<file path="config.mk">
export PLATFORM = sky130hd
export DESIGN_NAME = wake_input_conditioning
export DESIGN_NICKNAME = d
export VERILOG_FILES = /design/src/wake_pkg.sv /design/src/wake_input_conditioning.sv
export VERILOG_INCLUDE_DIRS = /design/src
export SDC_FILE = /design/constraint.sdc
export NUM_CORES = 1
export LEC_CHECK = 0
export ABC_AREA = 1
export BUFFER_PORTS_ARGS = -buffer_cell sky130_fd_sc_hd__buf_2
export CAP_MARGIN = 30
export CORE_MARGIN = 2
export CORE_UTILIZATION = 55
export DETAILED_ROUTE_END_ITERATION = 10
export HOLD_SLACK_MARGIN = 0.03
export PLACE_DENSITY = 0.8
export REMOVE_ABC_BUFFERS = 1
export SYNTH_ARGS = -nofsm -noshare
export SYNTH_HDL_FRONTEND = slang
export SYNTH_SLANG_ARGS = --single-unit
</file>
<file path="constraint.sdc">
create_clock -name sys_clk -period 4.2 [get_ports sys_clk]
set_input_delay 0.84 -clock sys_clk [delete_from_list [all_inputs] [get_ports sys_clk]]
set_output_delay 0.84 -clock sys_clk [all_outputs]
set_load 0.02 [all_outputs]
</file>
<file path="src/wake_map.svh">
`ifndef WAKE_MAP_SVH
`define WAKE_MAP_SVH

// register byte offsets
`define WAKE_HOLD_ARM_OFS 12'h004
`define WAKE_HOLD_CLEAR_OFS 12'h008
`define WAKE_GATE_OFS 12'h00C
`define WAKE_STATUS_OFS 12'h010
`define WAKE_POLARITY_OFS 12'h014
`define WAKE_RISE_OFS 12'h018
`define WAKE_FALL_OFS 12'h01C
`define WAKE_FORCE_OFS 12'h020
`define WAKE_IRQ_MASK_OFS 12'h024
`define WAKE_CTRL_OFS 12'h028

// reset values
`define WAKE_GATE_RST 7'h0F
`define WAKE_POLARITY_RST 7'h00
`define WAKE_HOLD_ARM_RST 7'h30
`define WAKE_FORCE_RST 7'h00
`define WAKE_MASK_RST 14'h0000

// field positions
`define WAKE_CTRL_RAIL_BIT 0
`define WAKE_CTRL_TRANS_BIT 1
`define WAKE_MASK_FALL_LSB 7

`endif

</file>
<file path="src/wake_pkg.sv">
package wake_pkg;

  // per-input conditioning view
  typedef struct packed {
    logic [6:0] asserted;
    logic [6:0] active;
  } cond_type;

  // software control bits
  typedef struct packed {
    logic rail_off;
    logic transition;
  } ctrl_type;

endpackage

</file>
<file path="src/wake_input_conditioning.sv">
`timescale 1ns/100ps
`include "wake_map.svh"
// Function
// - each set gate bit passes its wake input to the power request, gate resets to Fh.
// - a clear gate bit keeps its input from the power request whatever its level, unless the standby rail is off and its buffer force bit is set.
// - in a battery transition an input with gate and buffer force clear does not assert its hold latch.
// - polarity bit 1 inverts the pin making it active high, 0 (default) keeps it active low.
// - a rising edge on a wake pin with its input buffer enabled sets its rising edge flag, reset 0.
// - a falling edge on a wake pin with its input buffer enabled sets its falling edge flag, reset 0.
// - the hold latch acts on the polarity adjusted signal.
// - an asserted input beats a hold clear request.
// - with the standby rail powered only the gate bits enable the input buffers.
module wake_input_conditioning #(
  parameter int N = 7
) (
  input wire logic sys_clk,
  input wire logic sys_rst,
  input wire logic psel,
  input wire logic penable,
  input wire logic pwrite,
  input wire logic [11:0] paddr,
  input wire logic [31:0] pwdata,
  output logic [31:0] prdata,
  output logic pready,
  output logic pslverr,
  input wire logic [N-1:0] wake_input_pins,
  output logic power_request_output,
  output logic irq
);

  logic [N-1:0] gate_q;
  logic [N-1:0] pol_q;
  logic [N-1:0] arm_q;
  logic [N-1:0] force_q;
  logic [N-1:0] rise_q;
  logic [N-1:0] fall_q;
  logic [N-1:0] hold_q;
  logic [N-1:0] pin_q;
  logic [2*N-1:0] mask_q;
  wake_pkg::ctrl_type ctrl_q;
  wake_pkg::cond_type cond;
  logic [N-1:0] buf_en;
  logic [N-1:0] pass;
  logic [N-1:0] rise_ev;
  logic [N-1:0] fall_ev;
  logic [N-1:0] hold_clr;
  logic wr;
  logic rd;
  logic [31:0] rd_d;
  logic req_d;

  // bus strobes, one access cycle
  assign wr = psel & penable & pwrite & ~pready;
  assign rd = psel & penable & ~pwrite & ~pready;
  assign hold_clr = (wr && paddr == `WAKE_HOLD_CLEAR_OFS) ?
    pwdata[N-1:0] : '0;

  // buffer enable and conditioning per input
  genvar i;
  generate
    for (i = 0; i < N; i++) begin : g_in
      assign buf_en[i] = gate_q[i] | (ctrl_q.rail_off & force_q[i]);
      assign cond.asserted[i] = ~(wake_input_pins[i] ^ pol_q[i]);
      // no latch in transition unless enabled
      assign cond.active[i] = cond.asserted[i] & buf_en[i];
      assign pass[i] = arm_q[i] ? hold_q[i] : cond.active[i];
      assign rise_ev[i] = buf_en[i] & ~pin_q[i] & wake_input_pins[i];
      assign fall_ev[i] = buf_en[i] & pin_q[i] & ~wake_input_pins[i];
    end
  endgenerate

  // configuration registers
  always_ff @(posedge sys_clk) begin
    if (sys_rst) begin
      gate_q <= N'(`WAKE_GATE_RST);
      pol_q <= N'(`WAKE_POLARITY_RST);
      arm_q <= N'(`WAKE_HOLD_ARM_RST);
      force_q <= N'(`WAKE_FORCE_RST);
      mask_q <= (2*N)'(`WAKE_MASK_RST);
      ctrl_q <= '0;
    end else if (wr) begin
      unique case (paddr)
        `WAKE_GATE_OFS: gate_q <= pwdata[N-1:0];
        `WAKE_POLARITY_OFS: pol_q <= pwdata[N-1:0];
        `WAKE_HOLD_ARM_OFS: arm_q <= pwdata[N-1:0];
        `WAKE_FORCE_OFS: force_q <= pwdata[N-1:0];
        `WAKE_IRQ_MASK_OFS: mask_q <= pwdata[2*N-1:0];
        `WAKE_CTRL_OFS: begin
          ctrl_q.rail_off <= pwdata[`WAKE_CTRL_RAIL_BIT];
          ctrl_q.transition <= pwdata[`WAKE_CTRL_TRANS_BIT];
        end
        default: ;
      endcase
    end
  end

  // pin history for edge detection
  always_ff @(posedge sys_clk) begin
    if (sys_rst) begin
      pin_q <= '1;
    end else begin
      pin_q <= wake_input_pins;
    end
  end

  // sticky edge flags, set beats clear
  always_ff @(posedge sys_clk) begin
    if (sys_rst) begin
      rise_q <= '0;
      fall_q <= '0;
    end else begin
      if (wr && paddr == `WAKE_RISE_OFS) begin
        rise_q <= (rise_q & ~pwdata[N-1:0]) | rise_ev;
      end else begin
        rise_q <= rise_q | rise_ev;
      end
      if (wr && paddr == `WAKE_FALL_OFS) begin
        fall_q <= (fall_q & ~pwdata[N-1:0]) | fall_ev;
      end else begin
        fall_q <= fall_q | fall_ev;
      end
    end
  end

  // hold latches
  always_ff @(posedge sys_clk) begin
    if (sys_rst) begin
      hold_q <= '0;
    end else begin
      hold_q <= (hold_q & ~hold_clr) | (cond.active & arm_q);
    end
  end

  // power request and interrupt outputs
  assign req_d = |pass;
  always_ff @(posedge sys_clk) begin
    if (sys_rst) begin
      power_request_output <= 1'b0;
      irq <= 1'b0;
    end else begin
      power_request_output <= req_d;
      irq <= |({fall_q, rise_q} & mask_q);
    end
  end

  // read mux
  always_comb begin
    rd_d = 32'h0000_0000;
    unique case (paddr)
      `WAKE_HOLD_ARM_OFS: rd_d[N-1:0] = arm_q;
      `WAKE_GATE_OFS: rd_d[N-1:0] = gate_q;
      `WAKE_STATUS_OFS: rd_d = {16'h0000, 1'b0, hold_q, 1'b0,
                                cond.asserted};
      `WAKE_POLARITY_OFS: rd_d[N-1:0] = pol_q;
      `WAKE_RISE_OFS: rd_d[N-1:0] = rise_q;
      `WAKE_FALL_OFS: rd_d[N-1:0] = fall_q;
      `WAKE_FORCE_OFS: rd_d[N-1:0] = force_q;
      `WAKE_IRQ_MASK_OFS: rd_d[2*N-1:0] = mask_q;
      `WAKE_CTRL_OFS: rd_d[1:0] = {ctrl_q.transition, ctrl_q.rail_off};
      default: rd_d = 32'h0000_0000;
    endcase
  end

  // apb answer, one wait state
  always_ff @(posedge sys_clk) begin
    if (sys_rst) begin
      pready <= 1'b0;
      prdata <= 32'h0000_0000;
      pslverr <= 1'b0;
    end else begin
      pready <= psel & penable & ~pready;
      pslverr <= 1'b0;
      if (rd) begin
        prdata <= rd_d;
      end
    end
  end

  rise_sets_a: assert property (@(posedge sys_clk) disable iff (sys_rst)
    rise_ev[0] |=> rise_q[0])
    else $error("rising edge lost");
  fall_sets_a: assert property (@(posedge sys_clk) disable iff (sys_rst)
    fall_ev[0] |=> fall_q[0])
    else $error("falling edge lost");
  flag_sticky_a: assert property (@(posedge sys_clk) disable iff (sys_rst)
    rise_q[1] && !(wr && paddr == `WAKE_RISE_OFS) |=> rise_q[1])
    else $error("rising flag dropped");
  gate_blocks_a: assert property (@(posedge sys_clk) disable iff (sys_rst)
    (gate_q == '0 && !ctrl_q.rail_off && (hold_q & arm_q) == '0)
    |=> !power_request_output)
    else $error("gated input reached request");
  gate_pass_a: assert property (@(posedge sys_clk) disable iff (sys_rst)
    gate_q[0] && !arm_q[0] && !wake_input_pins[0] && !pol_q[0]
    |=> power_request_output)
    else $error("open input did not request");
  hold_prio_a: assert property (@(posedge sys_clk) disable iff (sys_rst)
    arm_q[2] && cond.active[2] |=> hold_q[2])
    else $error("hold cleared while asserted");
  force_off_a: assert property (@(posedge sys_clk) disable iff (sys_rst)
    !ctrl_q.rail_off && !gate_q[3] |-> !cond.active[3])
    else $error("force acted with rail on");
  pol_inv_a: assert property (@(posedge sys_clk) disable iff (sys_rst)
    pol_q[0] |-> cond.asserted[0] == wake_input_pins[0])
    else $error("polarity not applied");
  trans_hold_a: assert property (@(posedge sys_clk) disable iff (sys_rst)
    ctrl_q.transition && !gate_q[5] && !force_q[5] && !hold_q[5]
    |=> !hold_q[5])
    else $error("latch set while disabled");

  // ready lasts one cycle
  ready_pulse_a: assert property (@(posedge sys_clk) disable iff (sys_rst)
    pready
    |=> !pready)
    else $error("ready held too long");

  // ready follows first access cycle
  ready_follow_a: assert property (@(posedge sys_clk) disable iff (sys_rst)
    psel && penable && !pready
    |=> pready)
    else $error("ready missing");

  // no bus errors
  no_error_a: assert property (@(posedge sys_clk) disable iff (sys_rst)
    1'b1
    |-> !pslverr)
    else $error("error response seen");

  gate_write_a: assert property (@(posedge sys_clk) disable iff (sys_rst)
    wr && paddr == `WAKE_GATE_OFS
    |=> gate_q[0] == $past(pwdata[0]))
    else $error("gate write lost");

  pol_write_a: assert property (@(posedge sys_clk) disable iff (sys_rst)
    wr && paddr == `WAKE_POLARITY_OFS
    |=> pol_q[0] == $past(pwdata[0]))
    else $error("polarity write lost");

  rise_clear_a: assert property (@(posedge sys_clk) disable iff (sys_rst)
    wr && paddr == `WAKE_RISE_OFS && pwdata[0] && !rise_ev[0]
    |=> !rise_q[0])
    else $error("rising flag not cleared");

  fall_clear_a: assert property (@(posedge sys_clk) disable iff (sys_rst)
    wr && paddr == `WAKE_FALL_OFS && pwdata[0] && !fall_ev[0]
    |=> !fall_q[0])
    else $error("falling flag not cleared");

  fall_sticky_a: assert property (@(posedge sys_clk) disable iff (sys_rst)
    fall_q[1] && !(wr && paddr == `WAKE_FALL_OFS)
    |=> fall_q[1])
    else $error("falling flag dropped");

  rise_quiet_a: assert property (@(posedge sys_clk) disable iff (sys_rst)
    !rise_ev[0] && !rise_q[0]
    |=> !rise_q[0])
    else $error("rising flag set without edge");

  req_high_a: assert property (@(posedge sys_clk) disable iff (sys_rst)
    pass != '0
    |=> power_request_output)
    else $error("request missing");

  req_low_a: assert property (@(posedge sys_clk) disable iff (sys_rst)
    pass == '0
    |=> !power_request_output)
    else $error("request without input");

  // interrupt follows unmasked flags
  irq_high_a: assert property (@(posedge sys_clk) disable iff (sys_rst)
    ({fall_q, rise_q} & mask_q) != '0
    |=> irq)
    else $error("interrupt missing");

  // interrupt low when all masked
  irq_low_a: assert property (@(posedge sys_clk) disable iff (sys_rst)
    ({fall_q, rise_q} & mask_q) == '0
    |=> !irq)
    else $error("interrupt without flag");

  edge_gated_a: assert property (@(posedge sys_clk) disable iff (sys_rst)
    !gate_q[0] && !ctrl_q.rail_off
    |-> !rise_ev[0] && !fall_ev[0])
    else $error("edge seen through closed gate");

  rail_gate_a: assert property (@(posedge sys_clk) disable iff (sys_rst)
    !ctrl_q.rail_off
    |-> buf_en == gate_q)
    else $error("buffer enable not from gate");

  pol_low_a: assert property (@(posedge sys_clk) disable iff (sys_rst)
    !pol_q[0]
    |-> cond.asserted[0] == !wake_input_pins[0])
    else $error("active low not applied");

  hold_keep_a: assert property (@(posedge sys_clk) disable iff (sys_rst)
    hold_q[2] && !hold_clr[2]
    |=> hold_q[2])
    else $error("hold latch dropped");

  hold_clear_a: assert property (@(posedge sys_clk) disable iff (sys_rst)
    hold_q[2] && hold_clr[2] && !(cond.active[2] && arm_q[2])
    |=> !hold_q[2])
    else $error("hold latch not cleared");

  hold_pass_a: assert property (@(posedge sys_clk) disable iff (sys_rst)
    arm_q[2]
    |-> pass[2] == hold_q[2])
    else $error("armed input bypassed latch");

  gate_read_a: assert property (@(posedge sys_clk) disable iff (sys_rst)
    rd && paddr == `WAKE_GATE_OFS
    |=> prdata[N-1:0] == $past(gate_q))
    else $error("gate read wrong");

endmodule

</file>
==> summary.md <==
| Metric | Value |
|---|---|
| CTS buffer count | 9 |
| Critical path peak fanout | 14 |
| Internal power | 0.00118 W |
| Nets | 729 |
| Clock Skews | 0.00685 ns |
| DRT Pass-1 Iters | 5 |
| Slew HR | 0.520 |
| # rows | 32 |
| Hold_buf cts | 0 |
| Worst hold-check path type | flop to flop |
| FFs w/ async S/R, synth | 0 |
| CP delay by family, top | simple AND/OR/NAND/NOR gates |
| Port Buf Inserts | 55 |
| Worst-Skew Late Latency | 0.37 ns |
| Post-Synthesis Cells | 628 |
| GRT Util Overall | 0.299 |
| Area grow syn2layout | 9.39% |
| Area of the die | 8850 um^2 |
| Outcome | completed |
| Antenna cell count | 0 |
| CP Data Required Time | 4.43 ns |
| Crit path kind | primary input to flop |
| ANT nets after route | 0 |
| Vias in the first global route | 4148 |
| Grt ovf | 0 |
| CTS H-tree lvls | 3 |
| RePlAce Congestion | 0.963 |
| DPL Wire Length | 8850 um |
| CTS Sinks | 90 |
| Via Count | 4429 |
| Synth cell types | 32 |
| Root buffer cell | clkbuf_8 |
| Ys flop type | dfxtp_1 |
| Sw power | 0.000424 W |
| Initial core utilization | 0.572 |
| Total Routed Length | 12500 um |
| Crit end category | flop |
| # Post-CTS Setup Buffers | 0 |
| DRC | 0 |
| Clock Path Buffers | 2 |
| First-pass GRT wire length | 20300 um |
| Setup TNS | 0 ns |
| Vias per cell | 5.68 |
| Die Y | 94.1 um |
| Final slew viol count | 0 |
| Final Cycle Share | 0.544 |
| WP data arrival | 2.52 ns |
| I/O pin cnt | 92 |
| Netlist Area Pre-Place | 4460 um^2 |
| Switching power share of the total | 0.264 |
| Final Hold Viols | 0 |
| Flop pwr share | 0.546 |
| Final Util | 0.625 |
| VDD IR-drop max | 181 uV |
| R2R Setup Slk | 2.24 ns |
| RSZ-0062 raised after global routing | false |
| Cell area power density | 329 nW/um^2 |
| Max Freq | 438 MHz |
| Core Region | 7810 um^2 |
| Clock power frac | 0.376 |
| Slew @ Worst Pin | 0.718 ns |
| Clock-pin slew on the worst setup and hold paths | 0.09 ns |
| Post-synth EDFFs | 0 |
| Yosys warns | 0 |
| Max-cap violations | 0 |
| Largest net degree at the start of global routing | 50 |
| Post-CTS Resized | 0 |
| Avg WL per Cell | 16.0 um |
| Max stage delay on crit path | 0.56 ns |
| CP startpoint kind | primary input |
| Final setup viols | 0 |
| Worst path cell trace | buf_2, nor2_2, nand2_1, nor2_4, nand3_1, o21ai_0, a21oi_1 |
| Layout cells sized above 1 | 0.149 |
| Mapped Avg Cell Area | 7.11 um^2 |
| Slowest stage cell, crit path | nand3_1 |
| Starting DRT DRC Count | 400 |
| # fillers | 747 |
| Synthesis-stage register bit count | 90 |
| Combinational share of power | 0.078 |
| Seq/Total Area, Yosys | 0.404 |
| Die X | 94.1 um |
| Fin crit period | 2.28 ns |
| WP buf/inv | 1 |
| CTS tree | built |
| Initial antenna violation count | 0 |
| Static leakage | 2.12 nW |
-- cell usage in the layout, fill, tap and decap left out, types with 2 or more instances in the layout --
master and n:
clkinvlp_4 2, conb_1 18, nor2_2 4, nor3_1 2
o31ai_1 7, nor2_1 43, inv_6 2, nor2_4 3
inv_1 85, xnor2_1 7, nand2_1 93, nand2_2 3
o21ai_1 7, a211oi_1 2, dfxtp_1 90, buf_2 55
nor3_2 2, buf_4 2, o21ai_0 64, a221oi_1 3
o211ai_1 6, inv_2 3, nand2_4 4, clkbuf_8 9
or2_2 7, nand3_1 70, clkinv_2 2, o221ai_1 6
a21oi_1 70
-- registers in the layout, summed over array words and instances, names as in the netlist --
register,count
irq,1
power_request_output,1
rise_q,7
ctrl_q,2
force_q,7
mask_q,14
gate_q,7
hold_q,7
prdata,15
pol_q,7
fall_q,7
pready,1
pin_q,7
arm_q,7
-- final cells by class --
cell class | count | area [um^2] | area share
multi-input combinational | 425 | 2120 | 0.435
sequential | 90 | 1800 | 0.369
timing repair buffer | 57 | 290 | 0.0594
inverter | 90 | 339 | 0.0694
clock inverter | 7 | 76.3 | 0.0156
tap | 102 | 128 | 0.0261
clock buffer | 9 | 124 | 0.0254
-- worst min-delay path: stages, from the launching register on --
cell     delay (ns)
dfxtp_1        0.33
inv_1          0.05
a21oi_1        0.05
-- metrics by stage --
stage                     cells  area [um^2]  total power (W)  worst slack (ns)  hold WS, ns
after floorplan             605         4270         0.000965              1.95        0.439
after global placement      764         4680          0.00101              1.63        0.449
after detailed placement    764         4680          0.00102              1.59        0.454
after CTS                   780         4880          0.00161              1.98        0.468
after global routing        780         4880          0.00166              1.75        0.486
final                       780         4880          0.00161              1.92        0.467
-- layer usage --
| metal | track usage | vias to the layer above | part of all wire |
|---|---|---|---|
| met2 | 0.479 | 241 | 0.46 |
| met1 | 0.389 | 2006 | 0.41 |
| met4 | 0.152 | 0 | 0.045 |
| met5 | 0 | - | 0 |
| li1 | - | 2129 | - |
| met3 | 0.0449 | 53 | 0.086 |
-- worst paths after layout --
kind	to	from	cells after the start
setup / recovery	gate_q[5]$_SDFFE_PP0P_	paddr[7]	7
hold / removal	force_q[6]$_SDFFE_PP0P_	force_q[6]$_SDFFE_PP0P_	2
setup reg to reg	gate_q[5]$_SDFFE_PP0P_	pready$_SDFF_PP0_	6
hold reg to reg	force_q[6]$_SDFFE_PP0P_	force_q[6]$_SDFFE_PP0P_	2
-- power groups by stage --
stage               sequential, W  combinational, W  clock, W
floorplan                0.000897         0.0000675         0
global placement         0.000896          0.000119         0
detailed placement       0.000896          0.000123         0
CTS                      0.000876          0.000123  0.000607
global route             0.000878          0.000140  0.000639
finish                   0.000876          0.000125  0.000605
-- kinds of logic after synthesis --
family / count (synthesis) / synth area share
compound gates: 167 / 0.204
flops: 90 / 0.404
simple gates: 233 / 0.243
xor+xnor: 7 / 0.0137
buf+inv: 130 / 0.135
other cells: 1 / 0.000840
-- cells in the mapped netlist, types with 10 or more instances --
cell type  number  area [um^2]
nor2_1         43          161
inv_1          86          323
dfxtp_1        90         1800
nand3_1        70          350
clkbuf_1       10         37.5
nand2_1        93          349
a21oi_1        70          350
buf_4          20          150
o21ai_0        64          320
Power figures use the tool's default switching activity.
